==> config.mk <==
export PLATFORM = sky130hd
export DESIGN_NAME = tdc_codec
export DESIGN_NICKNAME = d
export VERILOG_FILES = /design/src/tdc_pkg.sv /design/src/tdc_codec.sv /design/src/tdc_fifo.sv
export VERILOG_INCLUDE_DIRS = /design/src /design/src/src
export SDC_FILE = /design/constraint.sdc
export NUM_CORES = 1
export LEC_CHECK = 0
export ABC_CLOCK_PERIOD_IN_PS = 4710
export BUFFER_PORTS_ARGS = -buffer_cell sky130_fd_sc_hd__buf_2
export CORE_UTILIZATION = 40
export CTS_CLUSTER_SIZE = 25
export DETAILED_ROUTE_END_ITERATION = 8
export PLACE_DENSITY_LB_ADDON = 0.1
export SKIP_CTS_REPAIR_TIMING = 1
export SYNTH_ARGS = -nofsm -noshare
export SYNTH_HDL_FRONTEND = slang
export SYNTH_SLANG_ARGS = --single-unit
==> constraint.sdc <==
create_clock -name clk -period 4.71 [get_ports clk]
set_clock_uncertainty 0.2 [all_clocks]
set_input_delay 0.2355 -clock clk [delete_from_list [all_inputs] [get_ports clk]]
set_output_delay 0.2355 -clock clk [all_outputs]
set_load 0.05 [all_outputs]
==> src/tdc_regs.svh <==
// constants for the tape data format codec
`ifndef TDC_REGS_SVH
`define TDC_REGS_SVH
`define TDC_ORD_RD_PACKED 8'h02
`define TDC_ORD_RD_BINARY 8'h06
`define TDC_ORD_RD_BCD 8'h0e
`define TDC_ORD_WR_PACKED 8'h01
`define TDC_ORD_WR_BINARY 8'h05
`define TDC_ORD_WR_BCD 8'h0d
`define TDC_ORD_WR_MARK 8'h73
`define TDC_TAPE_MARK_CHAR 6'h0f
`define TDC_BCD_ZERO 6'h0a
`define TDC_EBC_ZERO 8'hf0
`define TDC_EBC_ALT_ZERO 8'h7a
`define TDC_UNDEF_CHAR 6'h00
`define TDC_UNDEF_BYTE 8'h00
`define TDC_FIFO_DEPTH 8
`endif

==> src/tdc_pkg.sv <==
// types for the tape data format codec
package tdc_pkg;
    typedef enum logic [1:0] {
        TDC_MODE_BINARY = 2'h0,
        TDC_MODE_BCD = 2'h1,
        TDC_MODE_PACKED = 2'h2
    } tdc_mode_t;
    typedef struct packed {
        logic [7:0] data;
        logic last;
    } tdc_byte_t;
    typedef struct packed {
        logic [5:0] data;
        logic parity;
        logic last;
    } tdc_char_t;
endpackage

==> src/tdc_codec.sv <==
// format conversion between channel bytes and tape characters
`timescale 1ns/100ps
`include "tdc_regs.svh"
`default_nettype none
module tdc_codec (
    // clock and reset
    input wire logic clk,
    input wire logic rst_n,
    // option strap and order
    input wire logic pack_option,
    input wire logic order_valid,
    input wire logic [7:0] order_byte,
    // write path: bytes from the io_channel_processor
    input wire logic wr_byte_valid,
    output logic wr_byte_ready,
    input wire tdc_pkg::tdc_byte_t wr_byte,
    // write path: characters to tape
    output logic wr_char_valid,
    input wire logic wr_char_ready,
    output tdc_pkg::tdc_char_t wr_char,
    // read path: characters from tape (last marks the lrc character)
    input wire logic rd_char_valid,
    output logic rd_char_ready,
    input wire tdc_pkg::tdc_char_t rd_char,
    // read path: bytes to the io_channel_processor
    output logic rd_byte_valid,
    input wire logic rd_byte_ready,
    output tdc_pkg::tdc_byte_t rd_byte,
    // status
    output logic busy,
    output logic order_reject,
    output logic data_error,
    output logic tape_mark,
    output logic rec_done
);
    typedef enum logic [3:0] {
        ST_IDLE = 4'b0001,
        ST_WRITE = 4'b0010,
        ST_READ = 4'b0100,
        ST_FLUSH = 4'b1000
    } tdc_state_t;

    // parity bit for a character under the given mode: even in BCD mode, odd in binary and packed
    function automatic logic par_bit(input logic [5:0] c, input tdc_pkg::tdc_mode_t m);
        par_bit = (m == tdc_pkg::TDC_MODE_BCD) ? ^c : ~(^c);
    endfunction

    function automatic logic [5:0] ebc_to_bcd(input logic [7:0] e);
        case (e)
            8'hc1: ebc_to_bcd = 6'o61; 8'hc2: ebc_to_bcd = 6'o62; 8'hc3: ebc_to_bcd = 6'o63;
            8'hc4: ebc_to_bcd = 6'o64; 8'hc5: ebc_to_bcd = 6'o65; 8'hc6: ebc_to_bcd = 6'o66;
            8'hc7: ebc_to_bcd = 6'o67; 8'hc8: ebc_to_bcd = 6'o70; 8'hc9: ebc_to_bcd = 6'o71;
            8'hd1: ebc_to_bcd = 6'o41; 8'hd2: ebc_to_bcd = 6'o42; 8'hd3: ebc_to_bcd = 6'o43;
            8'hd4: ebc_to_bcd = 6'o44; 8'hd5: ebc_to_bcd = 6'o45; 8'hd6: ebc_to_bcd = 6'o46;
            8'hd7: ebc_to_bcd = 6'o47; 8'hd8: ebc_to_bcd = 6'o50; 8'hd9: ebc_to_bcd = 6'o51;
            8'he2: ebc_to_bcd = 6'o22; 8'he3: ebc_to_bcd = 6'o23; 8'he4: ebc_to_bcd = 6'o24;
            8'he5: ebc_to_bcd = 6'o25; 8'he6: ebc_to_bcd = 6'o26; 8'he7: ebc_to_bcd = 6'o27;
            8'he8: ebc_to_bcd = 6'o30; 8'he9: ebc_to_bcd = 6'o31;
            `TDC_EBC_ZERO, `TDC_EBC_ALT_ZERO: ebc_to_bcd = `TDC_BCD_ZERO;
            8'hf1: ebc_to_bcd = 6'o01; 8'hf2: ebc_to_bcd = 6'o02; 8'hf3: ebc_to_bcd = 6'o03;
            8'hf4: ebc_to_bcd = 6'o04; 8'hf5: ebc_to_bcd = 6'o05; 8'hf6: ebc_to_bcd = 6'o06;
            8'hf7: ebc_to_bcd = 6'o07; 8'hf8: ebc_to_bcd = 6'o10; 8'hf9: ebc_to_bcd = 6'o11;
            8'h40: ebc_to_bcd = 6'o20; 8'h4a: ebc_to_bcd = 6'o72; 8'h4b: ebc_to_bcd = 6'o73;
            8'h4c: ebc_to_bcd = 6'o74; 8'h4d: ebc_to_bcd = 6'o75; 8'h4e: ebc_to_bcd = 6'o76;
            8'h4f: ebc_to_bcd = 6'o77; 8'h50: ebc_to_bcd = 6'o60; 8'h5a: ebc_to_bcd = 6'o52;
            8'h5b: ebc_to_bcd = 6'o53; 8'h5c: ebc_to_bcd = 6'o54; 8'h5d: ebc_to_bcd = 6'o55;
            8'h5e: ebc_to_bcd = 6'o56; 8'h5f: ebc_to_bcd = 6'o57; 8'h60: ebc_to_bcd = 6'o40;
            8'h61: ebc_to_bcd = 6'o21; 8'h6a: ebc_to_bcd = 6'o32; 8'h6b: ebc_to_bcd = 6'o33;
            8'h6c: ebc_to_bcd = 6'o34; 8'h6d: ebc_to_bcd = 6'o35; 8'h6e: ebc_to_bcd = 6'o36;
            8'h6f: ebc_to_bcd = 6'o37; 8'h7b: ebc_to_bcd = 6'o13; 8'h7c: ebc_to_bcd = 6'o14;
            8'h7d: ebc_to_bcd = 6'o15; 8'h7e: ebc_to_bcd = 6'o16; 8'h7f: ebc_to_bcd = 6'o17;
            default: ebc_to_bcd = `TDC_UNDEF_CHAR;
        endcase
    endfunction

    function automatic logic [7:0] bcd_to_ebc(input logic [5:0] b);
        case (b)
            6'o61: bcd_to_ebc = 8'hc1; 6'o62: bcd_to_ebc = 8'hc2; 6'o63: bcd_to_ebc = 8'hc3;
            6'o64: bcd_to_ebc = 8'hc4; 6'o65: bcd_to_ebc = 8'hc5; 6'o66: bcd_to_ebc = 8'hc6;
            6'o67: bcd_to_ebc = 8'hc7; 6'o70: bcd_to_ebc = 8'hc8; 6'o71: bcd_to_ebc = 8'hc9;
            6'o41: bcd_to_ebc = 8'hd1; 6'o42: bcd_to_ebc = 8'hd2; 6'o43: bcd_to_ebc = 8'hd3;
            6'o44: bcd_to_ebc = 8'hd4; 6'o45: bcd_to_ebc = 8'hd5; 6'o46: bcd_to_ebc = 8'hd6;
            6'o47: bcd_to_ebc = 8'hd7; 6'o50: bcd_to_ebc = 8'hd8; 6'o51: bcd_to_ebc = 8'hd9;
            6'o22: bcd_to_ebc = 8'he2; 6'o23: bcd_to_ebc = 8'he3; 6'o24: bcd_to_ebc = 8'he4;
            6'o25: bcd_to_ebc = 8'he5; 6'o26: bcd_to_ebc = 8'he6; 6'o27: bcd_to_ebc = 8'he7;
            6'o30: bcd_to_ebc = 8'he8; 6'o31: bcd_to_ebc = 8'he9;
            `TDC_BCD_ZERO: bcd_to_ebc = `TDC_EBC_ZERO;
            6'o01: bcd_to_ebc = 8'hf1; 6'o02: bcd_to_ebc = 8'hf2; 6'o03: bcd_to_ebc = 8'hf3;
            6'o04: bcd_to_ebc = 8'hf4; 6'o05: bcd_to_ebc = 8'hf5; 6'o06: bcd_to_ebc = 8'hf6;
            6'o07: bcd_to_ebc = 8'hf7; 6'o10: bcd_to_ebc = 8'hf8; 6'o11: bcd_to_ebc = 8'hf9;
            6'o20: bcd_to_ebc = 8'h40; 6'o72: bcd_to_ebc = 8'h4a; 6'o73: bcd_to_ebc = 8'h4b;
            6'o74: bcd_to_ebc = 8'h4c; 6'o75: bcd_to_ebc = 8'h4d; 6'o76: bcd_to_ebc = 8'h4e;
            6'o77: bcd_to_ebc = 8'h4f; 6'o60: bcd_to_ebc = 8'h50; 6'o52: bcd_to_ebc = 8'h5a;
            6'o53: bcd_to_ebc = 8'h5b; 6'o54: bcd_to_ebc = 8'h5c; 6'o55: bcd_to_ebc = 8'h5d;
            6'o56: bcd_to_ebc = 8'h5e; 6'o57: bcd_to_ebc = 8'h5f; 6'o40: bcd_to_ebc = 8'h60;
            6'o21: bcd_to_ebc = 8'h61; 6'o32: bcd_to_ebc = 8'h6a; 6'o33: bcd_to_ebc = 8'h6b;
            6'o34: bcd_to_ebc = 8'h6c; 6'o35: bcd_to_ebc = 8'h6d; 6'o36: bcd_to_ebc = 8'h6e;
            6'o37: bcd_to_ebc = 8'h6f; 6'o13: bcd_to_ebc = 8'h7b; 6'o14: bcd_to_ebc = 8'h7c;
            6'o15: bcd_to_ebc = 8'h7d; 6'o16: bcd_to_ebc = 8'h7e; 6'o17: bcd_to_ebc = 8'h7f;
            default: bcd_to_ebc = `TDC_UNDEF_BYTE;
        endcase
    endfunction

    tdc_state_t state_ff;
    tdc_pkg::tdc_mode_t mode_ff;
    logic mark_ff;
    logic [23:0] acc_ff;
    logic [1:0] cnt_ff;
    logic [1:0] rem_ff;
    logic [5:0] lrc_ff;
    logic [5:0] rd_cnt_ff;
    logic only_mark_ff;
    logic busy_ff;
    logic reject_ff;
    logic derr_ff;
    logic tmark_ff;
    logic done_ff;
    logic last_seen_ff;
    // write-side character source feeding the output fifo
    logic wc_valid;
    logic wc_ready;
    tdc_pkg::tdc_char_t wc;
    // read-side byte source feeding the output fifo
    logic rb_valid;
    logic rb_ready;
    tdc_pkg::tdc_byte_t rb;
    logic ord_ok;
    logic is_wr;
    tdc_pkg::tdc_mode_t ord_mode;
    logic [5:0] wr_conv;
    logic wr_take;
    logic rd_take;
    logic fifo_wc_valid;
    logic fifo_rb_valid;
    tdc_pkg::tdc_char_t fifo_wc;
    tdc_pkg::tdc_byte_t fifo_rb;
    logic rd_mode_ff;

    // flush belongs to the read path after a read order, else to the write path
    function automatic logic is_rd_flush();
        is_rd_flush = (state_ff == ST_FLUSH) && mark_ff == 1'b0 && rd_mode_ff;
    endfunction

    // order decode
    always_comb begin
        ord_ok = 1'b1;
        is_wr = 1'b0;
        ord_mode = tdc_pkg::TDC_MODE_BINARY;
        case (order_byte)
            `TDC_ORD_WR_BINARY: is_wr = 1'b1;
            `TDC_ORD_WR_MARK: begin
                is_wr = 1'b1;
                ord_mode = tdc_pkg::TDC_MODE_BCD;
            end
            `TDC_ORD_WR_BCD: begin
                is_wr = 1'b1;
                ord_mode = tdc_pkg::TDC_MODE_BCD;
            end
            `TDC_ORD_WR_PACKED: begin
                is_wr = 1'b1;
                ord_mode = tdc_pkg::TDC_MODE_PACKED;
                ord_ok = pack_option;
            end
            `TDC_ORD_RD_BINARY: ord_ok = 1'b1;
            `TDC_ORD_RD_BCD: ord_mode = tdc_pkg::TDC_MODE_BCD;
            `TDC_ORD_RD_PACKED: begin
                ord_mode = tdc_pkg::TDC_MODE_PACKED;
                ord_ok = pack_option;
            end
            default: ord_ok = 1'b0;
        endcase
    end

    // write-side byte to character
    assign wr_conv = (mode_ff == tdc_pkg::TDC_MODE_BCD) ? ebc_to_bcd(wr_byte.data)
                                                         : wr_byte.data[5:0];
    always_comb begin
        wc_valid = 1'b0;
        wc.data = wr_conv;
        wc.last = wr_byte.last;
        if (state_ff == ST_FLUSH) begin
            wc_valid = !is_rd_flush();
            wc.data = acc_ff[23:18];
            wc.last = (rem_ff == 2'd1) || (rem_ff == 2'd0 && cnt_ff == 2'd3 && last_seen_ff);
        end else if (state_ff == ST_WRITE && mark_ff) begin
            wc_valid = 1'b1;
            wc.data = `TDC_TAPE_MARK_CHAR;
            wc.last = 1'b1;
        end else if (state_ff == ST_WRITE && mode_ff != tdc_pkg::TDC_MODE_PACKED) begin
            wc_valid = wr_byte_valid;
        end
        wc.parity = par_bit(wc.data, mode_ff);
    end
    assign wr_take = (state_ff == ST_WRITE) && !mark_ff && wr_byte_valid &&
                     ((mode_ff == tdc_pkg::TDC_MODE_PACKED) || wc_ready);
    assign wr_byte_ready = wr_take;

    // read-side character to byte
    assign rd_take = (state_ff == ST_READ) && rd_char_valid &&
                     ((mode_ff == tdc_pkg::TDC_MODE_PACKED) || rd_char.last || rb_ready);
    assign rd_char_ready = rd_take;
    always_comb begin
        rb_valid = 1'b0;
        rb.data = (mode_ff == tdc_pkg::TDC_MODE_BCD) ? bcd_to_ebc(rd_char.data)
                                                      : {2'b00, rd_char.data};
        rb.last = 1'b0;
        if (state_ff == ST_FLUSH) begin
            rb_valid = is_rd_flush();
            rb.data = acc_ff[23:16];
            rb.last = (rem_ff == 2'd1);
        end else if (state_ff == ST_READ && mode_ff != tdc_pkg::TDC_MODE_PACKED) begin
            rb_valid = rd_char_valid && !rd_char.last;
        end
    end

    // sequencing, mode latch and packing
    always_ff @(posedge clk or negedge rst_n) begin
        if (!rst_n) begin
            state_ff <= ST_IDLE;
            mode_ff <= tdc_pkg::TDC_MODE_BINARY;
            mark_ff <= 1'b0;
            acc_ff <= 24'h000000;
            cnt_ff <= 2'd0;
            rem_ff <= 2'd0;
            last_seen_ff <= 1'b0;
        end else begin
            case (state_ff)
                ST_IDLE: begin
                    if (order_valid && ord_ok) begin
                        mode_ff <= ord_mode;
                        mark_ff <= (order_byte == `TDC_ORD_WR_MARK);
                        acc_ff <= 24'h000000;
                        cnt_ff <= 2'd0;
                        state_ff <= is_wr ? ST_WRITE : ST_READ;
                    end
                end
                ST_WRITE: begin
                    if (mark_ff && wc_ready) begin
                        state_ff <= ST_IDLE;
                    end else if (wr_take && mode_ff != tdc_pkg::TDC_MODE_PACKED) begin
                        if (wr_byte.last) begin
                            state_ff <= ST_IDLE;
                        end
                    end else if (wr_take) begin
                        acc_ff <= (cnt_ff == 2'd0) ? {wr_byte.data, 16'h0000} :
                                  (cnt_ff == 2'd1) ? {acc_ff[23:16], wr_byte.data, 8'h00} :
                                                     {acc_ff[23:8], wr_byte.data};
                        if (cnt_ff == 2'd2 || wr_byte.last) begin
                            rem_ff <= (cnt_ff == 2'd2) ? 2'd0 : cnt_ff + 2'd2;
                            cnt_ff <= 2'd0;
                            last_seen_ff <= wr_byte.last;
                            state_ff <= ST_FLUSH;
                        end else begin
                            cnt_ff <= cnt_ff + 2'd1;
                        end
                    end
                end
                ST_READ: begin
                    if (rd_take && rd_char.last) begin
                        if (mode_ff == tdc_pkg::TDC_MODE_PACKED && cnt_ff != 2'd0) begin
                            rem_ff <= cnt_ff;
                            last_seen_ff <= 1'b1;
                            state_ff <= ST_FLUSH;
                        end else begin
                            state_ff <= ST_IDLE;
                        end
                    end else if (rd_take && mode_ff == tdc_pkg::TDC_MODE_PACKED) begin
                        acc_ff <= acc_ff | ({rd_char.data, 18'h00000} >> (6 * cnt_ff));
                        if (cnt_ff == 2'd3) begin
                            rem_ff <= 2'd3;
                            cnt_ff <= 2'd0;
                            last_seen_ff <= 1'b0;
                            state_ff <= ST_FLUSH;
                        end else begin
                            cnt_ff <= cnt_ff + 2'd1;
                        end
                    end
                end
                ST_FLUSH: begin
                    if (is_rd_flush() ? rb_ready : wc_ready) begin
                        acc_ff <= is_rd_flush() ? {acc_ff[15:0], 8'h00} : {acc_ff[17:0], 6'h00};
                        if (rem_ff == 2'd1 || (!is_rd_flush() && rem_ff == 2'd0 && cnt_ff == 2'd3)) begin
                            acc_ff <= 24'h000000;
                            cnt_ff <= 2'd0;
                            state_ff <= (last_seen_ff || is_rd_flush()) ? (last_seen_ff ? ST_IDLE : ST_READ)
                                                                        : ST_WRITE;
                        end else begin
                            rem_ff <= (rem_ff == 2'd0) ? 2'd0 : rem_ff - 2'd1;
                            cnt_ff <= cnt_ff + 2'd1;
                        end
                    end
                end
                default: state_ff <= ST_IDLE;
            endcase
        end
    end

    always_ff @(posedge clk or negedge rst_n) begin
        if (!rst_n) begin
            rd_mode_ff <= 1'b0;
        end else if (state_ff == ST_IDLE && order_valid && ord_ok) begin
            rd_mode_ff <= !is_wr;
        end
    end

    // read checks: vertical and longitudinal parity, tape mark
    always_ff @(posedge clk or negedge rst_n) begin
        if (!rst_n) begin
            lrc_ff <= 6'h00;
            rd_cnt_ff <= 6'h00;
            only_mark_ff <= 1'b1;
            derr_ff <= 1'b0;
            tmark_ff <= 1'b0;
        end else if (state_ff == ST_IDLE && order_valid && ord_ok) begin
            lrc_ff <= 6'h00;
            rd_cnt_ff <= 6'h00;
            only_mark_ff <= 1'b1;
            derr_ff <= 1'b0;
            tmark_ff <= 1'b0;
        end else if (rd_take) begin
            if (rd_char.parity != par_bit(rd_char.data, mode_ff)) begin
                derr_ff <= 1'b1;
            end
            if (rd_char.last) begin
                if ((lrc_ff ^ rd_char.data) != 6'h00) begin
                    derr_ff <= 1'b1;
                end
                tmark_ff <= only_mark_ff && (rd_cnt_ff == 6'h01);
            end else begin
                lrc_ff <= lrc_ff ^ rd_char.data;
                rd_cnt_ff <= (rd_cnt_ff == 6'h3f) ? rd_cnt_ff : rd_cnt_ff + 6'h01;
                if (rd_char.data != `TDC_TAPE_MARK_CHAR) begin
                    only_mark_ff <= 1'b0;
                end
            end
        end
    end

    // status outputs
    always_ff @(posedge clk or negedge rst_n) begin
        if (!rst_n) begin
            busy_ff <= 1'b0;
            reject_ff <= 1'b0;
            done_ff <= 1'b0;
        end else begin
            busy_ff <= (state_ff != ST_IDLE);
            reject_ff <= (state_ff == ST_IDLE) && order_valid && !ord_ok;
            done_ff <= busy_ff && (state_ff == ST_IDLE);
        end
    end
    assign busy = busy_ff;
    assign order_reject = reject_ff;
    assign data_error = derr_ff;
    assign tape_mark = tmark_ff;
    assign rec_done = done_ff;

    // output buffering
    tdc_fifo #(.WIDTH($bits(tdc_pkg::tdc_char_t)), .DEPTH(`TDC_FIFO_DEPTH)) u_wr_fifo (
        .clk(clk),
        .rst_n(rst_n),
        .in_valid(wc_valid),
        .in_ready(wc_ready),
        .in_data(wc),
        .out_valid(fifo_wc_valid),
        .out_ready(wr_char_ready),
        .out_data(fifo_wc)
    );
    tdc_fifo #(.WIDTH($bits(tdc_pkg::tdc_byte_t)), .DEPTH(`TDC_FIFO_DEPTH)) u_rd_fifo (
        .clk(clk),
        .rst_n(rst_n),
        .in_valid(rb_valid),
        .in_ready(rb_ready),
        .in_data(rb),
        .out_valid(fifo_rb_valid),
        .out_ready(rd_byte_ready),
        .out_data(fifo_rb)
    );
    assign wr_char_valid = fifo_wc_valid;
    assign wr_char = fifo_wc;
    assign rd_byte_valid = fifo_rb_valid;
    assign rd_byte = fifo_rb;
endmodule // tdc_codec
`default_nettype wire

==> src/tdc_fifo.sv <==
// small synchronous fifo with valid/ready on both sides
`timescale 1ns/100ps
`default_nettype none
module tdc_fifo #(
    parameter int WIDTH = 8,
    parameter int DEPTH = 8
) (
    // clock and reset
    input wire logic clk,
    input wire logic rst_n,
    // fill side
    input wire logic in_valid,
    output logic in_ready,
    input wire logic [WIDTH-1:0] in_data,
    // drain side
    output logic out_valid,
    input wire logic out_ready,
    output logic [WIDTH-1:0] out_data
);
    localparam int AW = $clog2(DEPTH);
    logic [WIDTH-1:0] mem [DEPTH];
    logic [AW-1:0] wp_ff;
    logic [AW-1:0] rp_ff;
    logic [AW:0] cnt_ff;
    logic push;
    logic pop;
    assign in_ready = (cnt_ff != DEPTH[AW:0]);
    assign out_valid = (cnt_ff != '0);
    assign out_data = mem[rp_ff];
    assign push = in_valid && in_ready;
    assign pop = out_valid && out_ready;
    always_ff @(posedge clk) begin
        if (push) begin
            mem[wp_ff] <= in_data;
        end
    end
    always_ff @(posedge clk or negedge rst_n) begin
        if (!rst_n) begin
            wp_ff <= '0;
            rp_ff <= '0;
            cnt_ff <= '0;
        end else begin
            if (push) begin
                wp_ff <= wp_ff + 1'b1;
            end
            if (pop) begin
                rp_ff <= rp_ff + 1'b1;
            end
            if (push && !pop) begin
                cnt_ff <= cnt_ff + 1'b1;
            end else if (pop && !push) begin
                cnt_ff <= cnt_ff - 1'b1;
            end
        end
    end
endmodule // tdc_fifo
`default_nettype wire

Word-level counts from Yosys, hierarchy flattened
Memories as Yosys holds them, arrays and structs flattened.
Index checks and enable logic that the tools add are counted.

cells by class
  add/subtract/negate cells = 12
  $mul = 1
  divide/modulo/power cells = 0
  $lt $le $gt $ge = 0
  eq/ne operators = 45
  shifts and indexed selects = 1
  muxes and demuxes = 106
  bitwise operators = 5
  reductions and logical operators = 81

operators by type and width
  operator                                                                 number
  24-bit two-way mux                                                       10
  24-bit one-hot mux with 4 select lines                                   1
  4-bit two-way mux                                                        16
  6-bit two-way mux                                                        10
  2-bit two-way mux                                                        22
  1-bit two-way mux                                                        35
  1-bit logical AND                                                        34
  24-bit OR                                                                1
  8-bit AND reduction                                                      3
  24-bit by 5-bit >> shifter with 24-bit output                            1
  9-bit AND reduction                                                      2
  8-bit by 3-bit == test with 1-bit output, second input constant          2
  8-bit by 4-bit == test with 1-bit output, second input constant          2
  16-bit two-way mux                                                       1
  2-bit inequality test, second input constant                             8
  4-bit one-hot mux with 4 select lines                                    1
  2-bit nonzero test                                                       7
  3-bit by 1-bit adder with 3-bit output, second input constant            4
  2-bit by 1-bit inequality test with 1-bit output, second input constant  6
  4-bit inequality test, second input constant                             3
  4-bit nonzero test                                                       3
  6-bit XOR reduction                                                      2
  10-bit AND reduction                                                     1
  1-bit zero test                                                          9
  43 further kinds                                                         67

storage, ports and cells
  register bits = 75
  latch bits = 0
  RAM bits = 136
  memory bits (read-only) = 2,048
  input port bits = 33
  output and inout bits = 26
  memories = 4

memory list
  name             words  bits a word  rd ports  clocked after memory_dff  write ports  RTL line         source
  (no name shown)  256    6            1         0                         0            tdc_codec.sv:49  case (e)
  (no name shown)  64     8            1         0                         0            tdc_codec.sv:77  case (b)
  u_rd_fifo.mem    8      9            1         0                         1            tdc_fifo.sv:21   logic [WIDTH-1:0] mem [DEPTH];
  u_wr_fifo.mem    8      8            1         0                         1            tdc_fifo.sv:21

Depth between registers and ports, before layout
  depth in word-level cells = 10
  gate-level depth with buffers = 14
  mapped depth without buffers = 13

By module
From an unflattened synthesis, not the netlist that was laid out.

unflattened totals
  cells, all modules = 916
  area total of the unflattened synthesis = 11,145.7 um2

modules (own cells, without submodules)
  module                instances  cells an instance  area an instance (um2)
  tdc_codec             1          595                4,616.9
  tdc_fifo (u_rd_fifo)  1          166                3,417.0
  tdc_fifo (u_wr_fifo)  1          155                3,111.7

Worst setup path before layout
OpenSTA, ideal clock, no wires.

  kind = register -> register
  start point = register state_ff[1]
  end point = register u_rd_fifo.cnt_ff[3]
  arrival = 2.810 ns
  data required time = 4.385 ns
  setup slack = 1.574 ns
  cell stages (with the launch flop) = 15
  buffers on the path = 1
  period minus slack after synthesis = 3.136 ns
  cells stage by stage = dfrtp_1 -> buf_6 -> nor2_2 -> nand3_1 -> or3_1 -> or3_1 -> a21oi_4 -> ha_1 -> inv_1 -> ha_1 -> a21o_1 -> a21oi_1 -> xnor2_1 -> nor2_1 -> xor2_1

on the way
  cells in the longest elaborated chain, start to end = 8

RTL lines
  what                                                                       RTL line                                              source
  start, declared                                                            tdc_codec.sv:104                                      tdc_state_t state_ff;
  start signal, assigned                                                     tdc_codec.sv:234                                      state_ff <= is_wr ? ST_WRITE : ST_READ;
  start signal, assigned                                                     tdc_codec.sv:285                                      state_ff <= (last_seen_ff || is_rd_flush()) ? (last_seen_ff ? ST_IDLE : ST_READ)
  4-bit by 3-bit == test with 1-bit output or 4-bit == test (tied branches)  tdc_codec.sv:211, tdc_codec.sv:141, tdc_codec.sv:207
  1-bit logical AND, on equally long branches                                tdc_codec.sv:211, tdc_codec.sv:141
  1-bit two-way mux or 1-bit logical AND (tied branches)                     tdc_codec.sv:211, tdc_codec.sv:141
  1-bit two-way mux (*)                                                      tdc_codec.sv:207                                      if (state_ff == ST_FLUSH) begin
  1-bit logical AND (*)                                                      tdc_fifo.sv:30                                        assign push = in_valid && in_ready;
  via u_rd_fifo.push                                                         tdc_fifo.sv:25                                        logic push;
  1-bit zero test                                                            tdc_fifo.sv:51                                        end else if (pop && !push) begin
  1-bit logical AND                                                          tdc_fifo.sv:51
  2-bit nonzero test (no source line)                                        --
  end signal, assigned                                                       tdc_fifo.sv:50                                        cnt_ff <= cnt_ff + 1'b1;
  end signal, assigned                                                       tdc_fifo.sv:52                                        cnt_ff <= cnt_ff - 1'b1;
  end, declared                                                              tdc_fifo.sv:24                                        logic [AW:0] cnt_ff;

Mark *: on every way through the listed nets, which the timed path passes. The rest lies on a longest branch.
A chain may end at the register's enable or synchronous reset.

Worst setup path after layout
  start point = register mark_ff
  end point = register u_wr_fifo.cnt_ff[3]

on the way
  cells in the longest elaborated chain, start to end = 9

RTL lines
  what                                 RTL line          source
  start, declared                      tdc_codec.sv:106  logic mark_ff;
  start signal, assigned               tdc_codec.sv:231  mark_ff <= (order_byte == `TDC_ORD_WR_MARK);
  1-bit NOT                            tdc_codec.sv:141  is_rd_flush = (state_ff == ST_FLUSH) && mark_ff == 1'b0 && rd_mode_ff;
  1-bit logical AND (2 in series)      tdc_codec.sv:141
  1-bit zero test                      tdc_codec.sv:182  wc_valid = !is_rd_flush();
  1-bit two-way mux (*)                tdc_codec.sv:181  if (state_ff == ST_FLUSH) begin
  1-bit logical AND (*)                tdc_fifo.sv:30
  via u_wr_fifo.push                   tdc_fifo.sv:25
  1-bit zero test                      tdc_fifo.sv:51
  1-bit logical AND                    tdc_fifo.sv:51
  2-bit nonzero test (no source line)  --
  end signal, assigned                 tdc_fifo.sv:50
  end signal, assigned                 tdc_fifo.sv:52
  end, declared                        tdc_fifo.sv:24

Marked as above.

==> impl_metrics.json <==
{
  "post-route-util_pct": 47.41,
  "relative_slew_margins_pct": 20.47,
  "die_w_um": 166.8,
  "power_leakage_nw": 4.585,
  "maximum_number_of_pins_on_one_net_before_global_route_repair": 76,
  "post_synth.cell_area_avg_um2": 11.94,
  "routed_via_density": 5.607,
  "cts_num_sinks": 211,
  "vias": 7457,
  "finalHoldViolations": 0,
  "synth-warning-count": 0,
  "synth_nets": 967,
  "numPortBuffers": 58,
  "antenna_cells": 0,
  "clockRootBuffer": "sky130_fd_sc_hd__clkbuf_16",
  "number_of_synthesized_register_bits": 211,
  "post_synth_num_cell_types": 76,
  "drc_errors": 0,
  "drive_above_1_share_pct": 20.70,
  "hold_class": "primary input to flip-flop",
  "worst-path-max-fanout": 16,
  "htreeDepth": 1,
  "tritoncts": "yes",
  "run_status": "finished clean",
  "routed_wl_mm": 26.98,
  "hold_slack_ns": 0.003037,
  "synthesis.area_um2": 10870,
  "die_height_um": 166.8,
  "rsz0062_at_grt": "false",
  "clock_latency_ns": 0.52,
  "tns_ns": 0,
  "syn_to_final_growth_pct": 14.96,
  "synth-edff-count": 136,
  "max_freq_mhz": 281.5,
  "routedLengthMet1_mm": 12.14,
  "met3_length_mm": 1.538,
  "tritoncts.num_buffers": 24,
  "first_global_vias": 7364,
  "critPathLaunchType": "flip-flop",
  "power.density_cell_area_nw_per_um2": 598.1,
  "layoutNonFillerInstCount": 1330,
  "total_power_mw": 7.474,
  "overall_fraction_of_global_route_tracks_in_use_pct": 19.62,
  "gpl.final_weighted_congestion": 0.8490,
  "initial_antenna_violation_count": 0,
  "boundaryPins": 59,
  "core-area_um2": 26350,
  "finish.net_count": 1034,
  "peakVddDrop_uv": 328.8,
  "synth_ff_type": "sky130_fd_sc_hd__edfxtp_1",
  "antenna_nets_post_route": 0,
  "drt_pass1_iterations": 6,
  "path_type_of_the_worst_setup_path": "flip-flop to flip-flop",
  "register_clock_pin_slew_on_the_reported_worst_setup_and_hold_paths_ns": 0.06,
  "route.detailed.wl_per_inst_um": 20.29,
  "cp_data_arrival_time_ns": 3.75,
  "die-area_um2": 27840,
  "layout.cells.most_common": "sky130_fd_sc_hd__edfxtp_1",
  "fill_cells": 2430,
  "ratio_of_final_minimum_period_to_clock_period_pct": 75.41,
  "timing.critical_path.required_ns": 4.91,
  "synthesis.instances": 910,
  "maxSlewViolCount": 0,
  "postSynth.asyncResetShare_pct": 35.55,
  "final_number_of_setup_violating_endpoints": 0,
  "detail_route.iter0.violations": 499,
  "residual_overflow_from_global_routing": 0,
  "highest_metal_layer_used_by_the_detailed_router": "met4",
  "cts_buffer_depth": 3,
  "worstMarginPinSlew_ns": 1.180,
  "final_cell_mix": "sky130_fd_sc_hd__edfxtp_1, sky130_fd_sc_hd__nand2_1, sky130_fd_sc_hd__nor2_1",
  "timing.final.crit_period_ns": 3.552,
  "cap_viol_max_count": 0,
  "starting_density_of_the_core_pct": 41.24,
  "setup.worst_path.end_class": "flip-flop",
  "synth_seq_area_share_pct": 54.86,
  "routed-wl-met2_mm": 12.77,
  "first_pass_grt_wire_length_mm": 42.79,
  "detailedPlacementHpwl_mm": 18.20,
  "dp.cells": 1268,
  "rows": 59
}
-- flip-flops by register name (all words and copies together), names as in the netlist, 2 cells and up --
signal            flops
u_wr_fifo.rp_ff       3
u_rd_fifo.mem        72
lrc_ff                6
u_wr_fifo.mem        64
u_rd_fifo.wp_ff       3
mode_ff               2
u_rd_fifo.rp_ff       3
u_rd_fifo.cnt_ff      4
u_wr_fifo.wp_ff       3
u_wr_fifo.cnt_ff      4
acc_ff               24
rd_cnt_ff             6
state_ff              4
cnt_ff                2
rem_ff                2
-- layout make-up --
class                           instances  area, µm²  share of cell area [%]
Timing Repair Buffer                   95      615.6                   4.926
Clock buffer                           28      646.9                   5.177
Sequential cell                       211       5963                   47.72
Multi-Input combinational cell        627       4596                   36.78
Tap cell                              335      419.2                   3.354
Inverter                               18      67.56                  0.5407
Clock inverter                         16      187.7                   1.502
-- cell usage after synthesis, drive strengths merged, types with 8 or more instances --
cell type	instances	area share (%)
buf	24	1.2
mux2i	10	0.92
ha	22	2.5
a31oi	8	0.52
clkbuf	30	1.0
o21ai	58	2.8
xnor2	25	2.0
nand3	11	0.55
xor2	21	1.7
nand2b	14	0.81
mux2	27	2.8
nor3	11	0.55
nor2b	11	0.63
a21oi	74	3.5
inv	18	0.62
a221o	8	0.74
nand2	96	3.3
o22ai	11	0.75
dfrtp	73	17
nor2	85	3.1
edfxtp	136	38
mux4	34	7.0
-- per-layer routing --
| layer | vias to the layer above | global-route usage, % |
|---|---|---|
| met1 | 3649 | 27.80 |
| met5 | - | 0 |
| li1 | 3530 | - |
| met3 | 47 | 2.448 |
| met4 | 0 | 5.113 |
| met2 | 231 | 31.87 |
-- stage by stage --
| stage | setup slack, ns | cell area, µm² |
|---|---|---|
| global route | 0.8924 | 12500 |
| CTS | 1.130 | 12320 |
| floorplan | 1.574 | 10870 |
| finish | 1.158 | 12500 |
| global placement | 1.299 | 11480 |
| detailed placement | 1.122 | 11480 |
-- report_power, final --
group	switching, mW	internal, mW	total, mW
clock network	0.749	1.20	1.95
registers	0.447	2.34	2.78
logic	1.65	1.09	2.74
-- final timing paths --
kind,startpoint,to,slack (ns),cells after the start
hold reg to reg,only_mark_ff$_DFFE_PN1P_,only_mark_ff$_DFFE_PN1P_,0.26,2
setup reg to reg,mark_ff$_DFFE_PN0P_,u_wr_fifo.cnt_ff[3]$_DFFE_PN0P_,1.16,11
hold / removal,rd_char[2],lrc_ff[0]$_DFFE_PN0P_,0.003,4
min in group asynchronous,rst_n,acc_ff[12]$_DFFE_PN0P_,0.25,2
setup / recovery,mark_ff$_DFFE_PN0P_,u_wr_fifo.cnt_ff[3]$_DFFE_PN0P_,1.16,11
max in group asynchronous,rst_n,u_rd_fifo.rp_ff[0]$_DFFE_PN0P_,3.37,2
-- critical path: stages (launching register included) --
cell and delay, ns:
sky130_fd_sc_hd__dfrtp_1 0.46, sky130_fd_sc_hd__nand2b_1 0.61, sky130_fd_sc_hd__nor2_2 0.27, sky130_fd_sc_hd__nor3_2 0.51
sky130_fd_sc_hd__ha_1 0.29, sky130_fd_sc_hd__inv_1 0.10, sky130_fd_sc_hd__ha_1 0.31, sky130_fd_sc_hd__a21o_1 0.18
sky130_fd_sc_hd__a21oi_1 0.18, sky130_fd_sc_hd__xnor2_1 0.14, sky130_fd_sc_hd__nor2_1 0.06, sky130_fd_sc_hd__xor2_1 0.14
-- logic make-up after synthesis --
family | Yosys count | synth area share (%)
multiplexers | 71 | 10.76
flip-flops | 211 | 54.86
adder cells (fa/ha/maj) | 24 | 2.901
AND/OR/NAND/NOR | 272 | 12.26
AO/OA/AOI/OAI | 214 | 12.65
XOR/XNOR | 46 | 3.707
buffers and inverters | 72 | 2.855
No activity file was read; power rests on OpenSTA's default activity.
